<file path="config.mk">
export PLATFORM = sky130hd
export DESIGN_NAME = servo_diag_parameter_map
export DESIGN_NICKNAME = d
export VERILOG_FILES = /design/src/servo_diag_pkg.sv /design/src/servo_diag_parameter_map.sv /design/src/bcd_convert.sv
export VERILOG_INCLUDE_DIRS = /design/src
export SDC_FILE = /design/constraint.sdc
export NUM_CORES = 1
export LEC_CHECK = 0
export BUFFER_PORTS_ARGS = -buffer_cell sky130_fd_sc_hd__buf_4
export CAP_MARGIN = 20
export CELL_PAD_IN_SITES_DETAIL_PLACEMENT = 1
export CELL_PAD_IN_SITES_GLOBAL_PLACEMENT = 2
export CORE_MARGIN = 2
export CORE_UTILIZATION = 25
export CTS_CLUSTER_SIZE = 10
export DETAILED_ROUTE_END_ITERATION = 6
export PLACE_DENSITY_LB_ADDON = 0.1
export SLEW_MARGIN = 10
export SYNTH_ARGS = -nofsm -noshare
export SYNTH_HDL_FRONTEND = slang
export SYNTH_SLANG_ARGS = --single-unit
</file>
<file path="constraint.sdc">
create_clock -name clk -period 11.43 [get_ports clk]
set_clock_uncertainty 0.05 [all_clocks]
set_input_delay 3.429 -clock clk [delete_from_list [all_inputs] [get_ports clk]]
set_output_delay 3.429 -clock clk [all_outputs]
set_load 0.01 [all_outputs]
</file>
<file path="src/servo_diag_regs.svh">
`ifndef SERVO_DIAG_REGS_SVH
`define SERVO_DIAG_REGS_SVH

// word addresses on the parameter access port
`define ADDR_FIRMWARE_VERSION     8'h00
`define ADDR_ACTIVE_FAULT_CODE    8'h02
`define ADDR_ADJUST_FUNCTION      8'h10
`define ADDR_MONITOR_ONE_TRIM     8'h14
`define ADDR_MONITOR_TWO_TRIM     8'h15
`define ADDR_SPEED_INPUT_OFFSET   8'h16
`define ADDR_TORQUE_INPUT_OFFSET  8'h17
`define ADDR_RESTART_PARAM        8'h18

// defaults
`define DEFAULT_TRIM              16'h0000
`define DEFAULT_OFFSET            16'h0000
`define DEFAULT_ADJUST            16'h0000
`define DEFAULT_RESTART_PARAM     16'h007f
`define FAULT_CLEAR_VALUE         16'h0000

`endif

</file>
<file path="src/servo_diag_pkg.sv">
package servo_diag_pkg;
    typedef enum logic [1:0] {
        position_control_mode = 2'b00,
        speed_control_mode    = 2'b01,
        torque_control_mode   = 2'b11
    } control_mode_t;
endpackage

</file>
<file path="src/servo_diag_parameter_map.sv">
`timescale 1ns/1ps
`include "servo_diag_regs.svh"

// Function
// - locked parameters refuse writes while drive enabled; accepted while disabled.
// - restart-effective parameter stores new value; old stays in use until power cycle, while sys_rst alone loads the default.
// - volatile parameters return to defaults at power-up, not kept.
// - firmware version is read-only 16-bit word in decimal form.
// - in fault state, fault-code word reports active fault code, 16 bits.
// - writing 0 to fault-code word clears fault like alarm reset input.
// - fault code held in hex, presented as bcd digits.
// - speed input offset, default 0 mV, applies only in speed mode.
// - torque input offset, default 0 mV, applies only in torque mode.
// - two monitor drift trims reset to 0 mV, usable in all modes.
module servo_diag_parameter_map #(
    parameter logic [15:0] FIRMWARE_VERSION_BIN = 16'h0064  // arbitrary value
) (
    input  wire logic                          clk,
    input  wire logic                          sys_rst,
    input  wire logic                          power_up,
    input  wire logic                          param_wr,
    input  wire logic                          param_rd,
    input  wire logic [7:0]                    param_addr,
    input  wire logic [15:0]                   param_wdata,
    output logic      [15:0]                   param_rdata,
    output logic                               param_ack,
    output logic                               param_refused,
    input  wire logic                          drive_enabled,
    input  wire servo_diag_pkg::control_mode_t control_mode,
    input  wire logic                          fault_set,
    input  wire logic [15:0]                   fault_code_in,
    input  wire logic                          alarm_reset_input,
    output logic                               fault_active,
    output logic                               fault_clear,
    output logic      [15:0]                   speed_offset_applied,
    output logic      [15:0]                   torque_offset_applied,
    output logic      [15:0]                   monitor_one_drift_trim,
    output logic      [15:0]                   monitor_two_drift_trim,
    output logic      [15:0]                   adjust_function,
    output logic      [15:0]                   restart_param_active
);
    import servo_diag_pkg::*;

    // pin inputs pass two flops
    logic        en_meta, en_sync, alarm_reset_input_meta, alarm_reset_input_sync, alarm_reset_input_prev;
    logic [15:0] fault_code;
    logic [15:0] speed_input_offset, torque_input_offset;
    logic [15:0] restart_param_stored;
    logic [15:0] version_bcd, fault_bcd;

    wire hit_version = param_addr == `ADDR_FIRMWARE_VERSION;
    wire hit_fault   = param_addr == `ADDR_ACTIVE_FAULT_CODE;
    wire hit_adjust  = param_addr == `ADDR_ADJUST_FUNCTION;
    wire hit_monitor_channel_one    = param_addr == `ADDR_MONITOR_ONE_TRIM;
    wire hit_monitor_channel_two    = param_addr == `ADDR_MONITOR_TWO_TRIM;
    wire hit_soff    = param_addr == `ADDR_SPEED_INPUT_OFFSET;
    wire hit_toff    = param_addr == `ADDR_TORQUE_INPUT_OFFSET;
    wire hit_restart = param_addr == `ADDR_RESTART_PARAM;
    wire hit_any     = hit_version | hit_fault | hit_adjust | hit_monitor_channel_one | hit_monitor_channel_two
                     | hit_soff | hit_toff | hit_restart;

    // locked parameter only writable with drive disabled
    wire lock_block   = hit_adjust & en_sync;
    wire wr_refused   = param_wr & (hit_version | lock_block | !hit_any
                      | (hit_fault & param_wdata != `FAULT_CLEAR_VALUE));
    wire wr_ok        = param_wr & !wr_refused;
    wire host_clear   = wr_ok & hit_fault;
    wire alarm_reset_input_rise    = alarm_reset_input_sync & !alarm_reset_input_prev;
    wire clear_event  = host_clear | alarm_reset_input_rise;

    bcd_convert u_version_bcd (
        .bin_value (FIRMWARE_VERSION_BIN),
        .bcd_value (version_bcd)
    );
    bcd_convert u_fault_bcd (
        .bin_value (fault_code),
        .bcd_value (fault_bcd)
    );

    wire [15:0] rd_mux =
        hit_version ? version_bcd :
        hit_fault   ? (fault_active ? fault_bcd : 16'h0000) :
        hit_adjust  ? adjust_function :
        hit_monitor_channel_one    ? monitor_one_drift_trim :
        hit_monitor_channel_two    ? monitor_two_drift_trim :
        hit_soff    ? speed_input_offset :
        hit_toff    ? torque_input_offset :
        hit_restart ? restart_param_stored : 16'h0000;

    always_ff @(posedge clk) begin
        en_meta   <= drive_enabled;
        en_sync   <= en_meta;
        alarm_reset_input_meta <= alarm_reset_input;
        alarm_reset_input_sync <= alarm_reset_input_meta;
        alarm_reset_input_prev <= alarm_reset_input_sync;
    end

    always_ff @(posedge clk) begin
        if (sys_rst) begin
            param_rdata   <= 16'h0000;
            param_ack     <= 1'b0;
            param_refused <= 1'b0;
        end else begin
            param_ack     <= param_wr | param_rd;
            param_refused <= wr_refused;
            if (param_rd) param_rdata <= rd_mux;
        end
    end

    // fault: new fault wins over clear in the same cycle
    always_ff @(posedge clk) begin
        if (sys_rst) begin
            fault_active <= 1'b0;
            fault_code   <= 16'h0000;
            fault_clear  <= 1'b0;
        end else begin
            fault_clear <= clear_event;
            if (fault_set) begin
                fault_active <= 1'b1;
                fault_code   <= fault_code_in;
            end else if (clear_event) begin
                fault_active <= 1'b0;
                fault_code   <= 16'h0000;
            end
        end
    end

    // volatile parameters: defaults on every power-up
    always_ff @(posedge clk) begin
        if (sys_rst || power_up) begin
            adjust_function        <= `DEFAULT_ADJUST;
            monitor_one_drift_trim <= `DEFAULT_TRIM;
            monitor_two_drift_trim <= `DEFAULT_TRIM;
            speed_input_offset     <= `DEFAULT_OFFSET;
            torque_input_offset    <= `DEFAULT_OFFSET;
        end else if (wr_ok) begin
            if (hit_adjust) adjust_function <= param_wdata;
            if (hit_monitor_channel_one)   monitor_one_drift_trim <= param_wdata;
            if (hit_monitor_channel_two)   monitor_two_drift_trim <= param_wdata;
            if (hit_soff)   speed_input_offset <= param_wdata;
            if (hit_toff)   torque_input_offset <= param_wdata;
        end
    end

    // restart-effective: stored copy survives sys_rst, active copy loads on power-up
    always_ff @(posedge clk) begin
        if (power_up) begin
            restart_param_active <= restart_param_stored;
        end else if (sys_rst) begin
            restart_param_active <= `DEFAULT_RESTART_PARAM;
        end
    end

    always_ff @(posedge clk) begin
        if (sys_rst && power_up) begin
            restart_param_stored <= `DEFAULT_RESTART_PARAM;
        end else if (wr_ok && hit_restart) begin
            restart_param_stored <= param_wdata;
        end
    end

    // offsets gated by mode
    always_ff @(posedge clk) begin
        if (sys_rst) begin
            speed_offset_applied  <= 16'h0000;
            torque_offset_applied <= 16'h0000;
        end else begin
            speed_offset_applied  <= (control_mode == speed_control_mode)
                                   ? speed_input_offset : 16'h0000;
            torque_offset_applied <= (control_mode == torque_control_mode)
                                   ? torque_input_offset : 16'h0000;
        end
    end
endmodule // servo_diag_parameter_map

</file>
<file path="src/bcd_convert.sv">
`timescale 1ns/1ps
// combinational binary to four-digit bcd, double dabble
module bcd_convert (
    input  wire logic [15:0] bin_value,
    output logic      [15:0] bcd_value
);
    logic [31:0] work;
    integer      i;

    always_comb begin
        work = {16'h0000, bin_value};
        for (i = 0; i < 16; i = i + 1) begin
            if (work[19:16] > 4'h4) work[19:16] = work[19:16] + 4'h3;
            if (work[23:20] > 4'h4) work[23:20] = work[23:20] + 4'h3;
            if (work[27:24] > 4'h4) work[27:24] = work[27:24] + 4'h3;
            if (work[31:28] > 4'h4) work[31:28] = work[31:28] + 4'h3;
            work = {work[30:0], 1'b0};
        end
        // values above 9999 lose the fifth digit, leaving the value modulo 10000; fault codes stay far below
        bcd_value = work[31:16];
    end
endmodule // bcd_convert

</file>
# Word level (Yosys, flattened, before mapping)
# Cells that the tools add are included.
[classes]
addsub = 34
n_lt_le_gt_ge = 34
n_eq_ne = 9
muxes = 49
bitwise_logic = 20
n_reduce_logical = 17
[ops]
columns = ["op", "count"]
rows = [
  ["two-way mux 16 bit", 13],
  ["> comparator 4 x 3 -> 1 bit, second input constant", 30],
  ["two-way mux 4 bit", 30],
  ["adder 4 x 2 -> 4 bit, second input constant", 27],
  ["== test 8 x 5 -> 1 bit, second input constant", 6],
  ["nonzero test 16 bit", 1],
  ["adder 3 x 2 -> 3 bit, second input constant", 4],
  ["adder 3 x 2 -> 4 bit, second input constant", 3],
  ["> comparator 3 bit, second input constant", 4],
  ["two-way mux 3 bit", 4],
  ["bitwise OR 1 bit", 12],
  ["AND reduction 2 bit", 5],
  ["== test 8 x 2 -> 1 bit, second input constant", 1],
  ["logical NOT 8 bit", 1],
  ["AND 1 bit", 6],
  ["nonzero test 2 bit", 2],
  ["OR reduction 2 bit", 2],
  ["logical NOT 1 bit", 3],
  ["== test 2 x 1 -> 1 bit, second input constant", 1],
  ["== test 2 bit, second input constant", 1],
  ["logical AND 1 bit", 2],
  ["two-way mux 1 bit", 2],
  ["NOT 1 bit", 2],
  ["logical OR 1 bit", 1],
]
[totals]
ff_bits = 185
elab_cells = 183

# Logic depth before layout (Yosys ltp)
[depth]
depth_word = 29
depth_mapped = 44

# By module
# A second synthesis with hierarchy kept.
[hier_totals]
hier_cells = 2346
area_unflattened_um2 = 18975.7
[by_module_without_submodules]
columns = ["mod", "instances", "cells_per_inst", "area_per_inst_um2"]
rows = [
  ["bcd_convert", 2, 779, 5607.9],
  ["servo_diag_parameter_map", 1, 788, 7759.9],
]

# Least setup slack after synthesis
# Ideal clock, no wire load.
[synth_timing]
kind = "flip-flop to flip-flop"
start = "register fault_code[13]"
end = "register param_rdata[14]"
t_arrival_ns = 8.146
required_time_ns = 11.313
slack_ns = 3.166
stages_incl_launch_ff = 43
synth_period_minus_slack_ns = 8.264
path_cell_list = "dfxtp_1 > inv_1 > ha_1 > inv_1 > ha_1 > and3b_1 > o31ai_1 > nand2_1 > buf_2 > o21ai_1 > xnor2_1 > ha_1 > inv_1 > ha_1 > mux2_2 > o221a_1 > nor4_2 > nor2_1 > [... 7 more ...] > o2111a_1 > or3_1 > buf_2 > o21ai_1 > xnor2_1 > ha_1 > inv_1 > ha_1 > xnor3_1 > a21boi_0 > o22ai_1 > a21oi_1 > a31o_2 > ha_1 > inv_1 > o2bb2ai_2 > mux2_4 > o21ai_2"
[synth_between]
elab_chain_len = 29
[synth_lines]
columns = ["element", "line", "source"]
rows = [
  ["start: declaration", "servo_diag_parameter_map.sv:46", "logic [15:0] fault_code;"],
  ["start signal: assignment", "servo_diag_parameter_map.sv:120", "fault_code <= fault_code_in;"],
  ["adder 3 x 2 -> 4 bit or > comparator 3 bit (tied branches)", "bcd_convert.sv:13", "if (work[19:16] > 4'h4) work[19:16] = work[19:16] + 4'h3;"],
  ["two-way mux 4 bit (*)", "bcd_convert.sv:13", ""],
  ["adder 4 x 2 -> 4 bit or > comparator 4 x 3 -> 1 bit (tied branches)", "bcd_convert.sv:13", ""],
  ["two-way mux 4 bit", "bcd_convert.sv:13", ""],
  ["adder 4 x 2 -> 4 bit or > comparator 4 x 3 -> 1 bit (tied branches)", "bcd_convert.sv:13", ""],
  ["two-way mux 4 bit", "bcd_convert.sv:13", ""],
  ["adder 4 x 2 -> 4 bit (tied with other cells)", "bcd_convert.sv:13", ""],
  ["two-way mux 4 bit, on equally long branches", "bcd_convert.sv:13, bcd_convert.sv:14", ""],
  ["[... 12 more ...]", "--", ""],
  ["adder 4 x 2 -> 4 bit (tied with other cells)", "bcd_convert.sv:15", "if (work[27:24] > 4'h4) work[27:24] = work[27:24] + 4'h3;"],
  ["two-way mux 4 bit (tied with other cells)", "bcd_convert.sv:15", ""],
  ["adder 4 x 2 -> 4 bit (tied with other cells)", "bcd_convert.sv:15", ""],
  ["two-way mux 4 bit or two-way mux 3 bit (tied branches)", "bcd_convert.sv:15, bcd_convert.sv:16", ""],
  ["> comparator 4 x 3 -> 1 bit or adder 3 x 2 -> 3 bit (tied branches)", "bcd_convert.sv:16", "if (work[31:28] > 4'h4) work[31:28] = work[31:28] + 4'h3;"],
  ["two-way mux 3 bit (*)", "bcd_convert.sv:16", ""],
  ["two-way mux 16 bit (*) (2 in a row)", "servo_diag_parameter_map.sv:82", "hit_fault ? (fault_active ? fault_bcd : 16'h0000) :"],
  ["two-way mux 16 bit (*)", "servo_diag_parameter_map.sv:81", "hit_version ? version_bcd :"],
  ["end signal: assignment", "servo_diag_parameter_map.sv:106", "if (param_rd) param_rdata <= rd_mux;"],
  ["end: declaration", "servo_diag_parameter_map.sv:25", "output logic [15:0] param_rdata,"],
]
# Mark *: on every way between the ends. The rest lies on a longest branch, timed or not.
# A chain may end at the register's enable or synchronous reset.

# Worst setup path in the final report
[layout_timing]
start = "register fault_code[13]"
end = "register param_rdata[2]"
[layout_between]
elab_chain_len = 29
[layout_lines]
columns = ["element", "line"]
rows = [
  ["adder 3 x 2 -> 4 bit or > comparator 3 bit (tied branches)", "bcd_convert.sv:13"],
  ["two-way mux 4 bit (*)", "bcd_convert.sv:13"],
  ["adder 4 x 2 -> 4 bit or > comparator 4 x 3 -> 1 bit (tied branches)", "bcd_convert.sv:13"],
  ["two-way mux 4 bit (*)", "bcd_convert.sv:13"],
  ["adder 4 x 2 -> 4 bit or > comparator 4 x 3 -> 1 bit (tied branches)", "bcd_convert.sv:13"],
  ["two-way mux 4 bit (*)", "bcd_convert.sv:13"],
  ["> comparator 4 x 3 -> 1 bit or adder 4 x 2 -> 4 bit (tied branches)", "bcd_convert.sv:13"],
  ["two-way mux 4 bit (*)", "bcd_convert.sv:13"],
  ["[... 12 more ...]", "--"],
  ["adder 4 x 2 -> 4 bit or > comparator 4 x 3 -> 1 bit (tied branches)", "bcd_convert.sv:13"],
  ["two-way mux 4 bit (*)", "bcd_convert.sv:13"],
  ["> comparator 4 x 3 -> 1 bit or adder 4 x 2 -> 4 bit (tied branches)", "bcd_convert.sv:13"],
  ["two-way mux 4 bit (*)", "bcd_convert.sv:13"],
  ["adder 4 x 2 -> 4 bit or > comparator 4 x 3 -> 1 bit (tied branches)", "bcd_convert.sv:13"],
  ["two-way mux 4 bit (*)", "bcd_convert.sv:13"],
  ["two-way mux 16 bit (*) (2 in a row)", "servo_diag_parameter_map.sv:82"],
  ["two-way mux 16 bit (*)", "servo_diag_parameter_map.sv:81"],
]
# Marks and branches as above.

==> impl_summary.md <==
Worst setup path
The worst endpoint data arrival time is 9990 ps. STA classifies the critical path endpoint as a register. The worst setup path is launched from a register. The critical path is of the reg -> reg type. The peak per-stage delay on the critical path is 670 ps.

Among all stages on the critical path, the largest delay is contributed by or2_1. The largest driver fanout on the critical path is 21. At the worst endpoint, the required time is 11,760 ps. The most frequent cell on the critical path is inv_1.

Die
Measured along the x axis, the die boundary spans 223.8 µm. The die covers 50,090 µm². In this run the core area contains 80 standard-cell rows. The total I/O pin count is 166. The core region is 47,750 µm². The initial cell density of the core is 0.2530. From bottom edge to top edge, the die measures 223.8 µm.

Global routing
The global route total overflow is 0. The first global-routing pass estimated 74,320 µm of wire. The pin count of the biggest net entering global routing is 84.

The via count of the first global-routing pass is 12,110. In the global route stage, overall resource usage came out at 0.1923. The number of antenna violations at the first check in global routing came to 0.

Power and ir drop
The worst-case IR drop observed on VDD is 0.09490 mV. The overall power consumption is 0.002870 W. The part of the power in the clock network is 0.211. Of the total power, combinational logic draws 0.556. Of the total power, the share spent switching nets is 0.4501.

In this run the power spent charging and discharging nets is 0.001292 W. The share of power burned in registers is 0.234. Power spread over the standard cell area amounts to 199.6 nW/µm². The internal power is 0.001578 W. In this run the static leakage power is 5.562 nW.

Clock network
The clock reaches the later pin of the worst-skew pair after 460 ps. The clock tree from TritonCTS is yes. The H-tree was split into 4 levels. The number of clock buffers added by TritonCTS is 17. The number of setup buffers added after CTS is 0. CTS placed an instance of clkbuf_16 at the clock tree root. The clock-pin slew on the worst setup and hold paths is 80 ps. The sink count of the clock tree is 185. The quantity of hold-fixing buffers added after cts is 0.

The post-cts sizing count is 0. In this run the deepest clock path goes through 2 buffers.

Logic synthesis
Counting every instance in the synthesized netlist gives 1,526. The leading register cell type out of synthesis is dfxtp_1. The number of distinct standard cells referenced by the synthesized netlist is 105. The number of warning messages in the yosys log is 0. In this run the cell area of the synthesized design comes to 12,080 µm².

The synthesized net count is 1,607. The number of synthesized flops with an enable pin is 16. Counting flops and latches in the post-synthesis netlist gives 185. The fraction of registers with async set/reset is 0. The sequential share of the synthesized area is 0.3199. The mean post-synth cell area is 7.915 µm².

Outcome
The flow ran to the end, and the final reports show no timing, DRC or antenna violations.

Finish
The net count of the finished layout is 1,705. The end-of-flow core utilization is 0.3011. From synthesis to final layout, the design area changed by 19.04%. The number of diodes is 0. The final instance count without filler cells is 2,252. The count of filler cells inserted in the layout is 5,660. In the final layout, the share of cells above drive strength 1 is 0.1735.

STA
The highest clock rate is 103.5 MHz. The setup violation total in the final timing report is 0. Measured against its own limit, the worst slew margin works out to 0.2835. Of the available clock period, the critical path in the final layout requires 0.8449.

For the final routed database, the setup TNS stands at 0 ps. The slew at the pin with the worst max-slew slack is 1072 ps. The shortest clock period the worst path allows after layout is 9657 ps. On the final layout, the worst hold slack is 279.8 ps. The max-slew violation count is 0. The final hold violation count came to 0. Setup repair after global routing left no endpoint under its margin.

Flow run
The max-capacitance violation count is 0.

Hold path
The worst min-delay path class is reg -> reg.

Drt
The first-iteration detailed-routing DRC count is 721. The detail-routed via count per cell is 5.313. Detailed routing inserted a total of 11,970 vias. The post-route antenna net violation count is 0. The total wire length is 48,660 µm. The pre-antenna-repair detailed-routing pass consisted of 4 iterations. The mean routed wirelength per cell is 21.61 µm.

After detailed routing, the number of remaining DRC violations is 0.

Placed design
In this run, placement finished with an instance count of 2,220. During placement, the flow inserted port buffers numbering 165. The placer congestion estimate is 0.7904.

The half-perimeter wire length of the detailed placement result is 35,760 µm.
[worst max-delay path, delay by kind of cell (launching register included)]
kind | cells | cell delay [ps]
AO/OA/AOI/OAI | 12 | 2880
adder cells (fa/ha/maj) | 5 | 1350
flip-flops | 1 | 480
buffers and inverters | 6 | 540
XOR/XNOR | 2 | 550
multiplexers | 2 | 730
AND/OR/NAND/NOR | 8 | 2990
[power by group through the flow]
stage | Combinational (W) | Clock, W | Sequential [W]
3_5_place_dp | 0.00159 | 0 | 0.000686
4_1_cts | 0.00160 | 0.000622 | 0.000670
3_3_place_gp | 0.00157 | 0 | 0.000686
6_report | 0.00159 | 0.000605 | 0.000670
5_1_grt | 0.00180 | 0.000643 | 0.000671
2_1_floorplan | 0.00126 | 0 | 0.000680
[worst paths after layout]
kind	cells after the start	end	startpoint	slack, ps
setup reg to reg	35	param_rdata[2]	fault_code[13]	1770
hold reg to reg	0	alarm_reset_input_sync	alarm_reset_input_meta	280
hold / removal	0	alarm_reset_input_sync	alarm_reset_input_meta	280
setup / recovery	35	param_rdata[2]	fault_code[13]	1770
[layout make-up]
class	instances	area, µm²	share of cell area
inverter	33	123.9	0.008615
multi-input combinational	1205	7659	0.5327
tap	615	769.5	0.05352
clock inverter	15	170.2	0.01184
timing repair buffer	182	1366	0.09503
sequential	185	3864	0.2687
clock buffer	17	425.4	0.02959
[placed cells by master (no fill, tap or decap), types with 9 or more instances in the layout]
cell and n:
nand2_1 224, buf_4 182, dfxtp_1 169, nor2_1 144
a21oi_1 131, mux2i_1 72, nand3_1 52, and2_1 49
nor3_1 46, o21ai_0 36, inv_1 31, ha_1 31
nand4_1 24, o211ai_1 19, o21ai_1 17, o22ai_1 17
nor4_1 17, clkbuf_16 17, xnor2_1 16, edfxtp_1 16
and3_1 14, mux2_2 13, a211oi_1 13, a31oi_1 12
or3_1 12, nand2b_1 10, a32oi_1 10, a221oi_1 10
o31ai_1 9, a22oi_1 9, o221ai_1 9
[cells in the mapped netlist, types with 18 or more instances]
master    instances  area [µm²]
nand3_1          52       260.3
inv_1            31       116.4
dfxtp_1         169        3383
o21ai_0          36       180.2
a21oi_1         131       655.6
o211ai_1         19       142.6
nand2_1         224       840.8
clkbuf_1         69       259.0
nor2_1          144       540.5
nand4_1          24       150.1
and2_1           49       306.5
nor3_1           46       230.2
ha_1             31       387.9
nor4_1           18       112.6
mux2i_1          72       720.7
[metal layers]
metal  global-route usage  part of all wire  vias up
li1                     -                 -     5776
met1               0.2459              0.45     5977
met2               0.3379              0.50      179
met3              0.02400             0.030       34
met4              0.05656             0.020        0
met5                    0                 0        -
[metrics by stage]
stage / worst slack (ps) / area [µm²]
detailed placement: 1749 / 13780
CTS: 1693 / 14380
global route: 730.1 / 14380
finish: 1773 / 14380
global placement: 1929 / 13780
floorplan: 3166 / 12080
[cells by family after synthesis]
| kind of cell | after synthesis | share of synthesized area |
|---|---|---|
| xor gates and xnor gates | 27 | 0.02704 |
| buffers and inverters | 136 | 0.04714 |
| and+or+nand+nor | 646 | 0.2571 |
| muxes | 91 | 0.08070 |
| AOI/OAI and AO/OA | 409 | 0.2352 |
| adders and majority gates | 32 | 0.03294 |
| DFF | 185 | 0.3199 |
(Power assumes the default switching activity.)
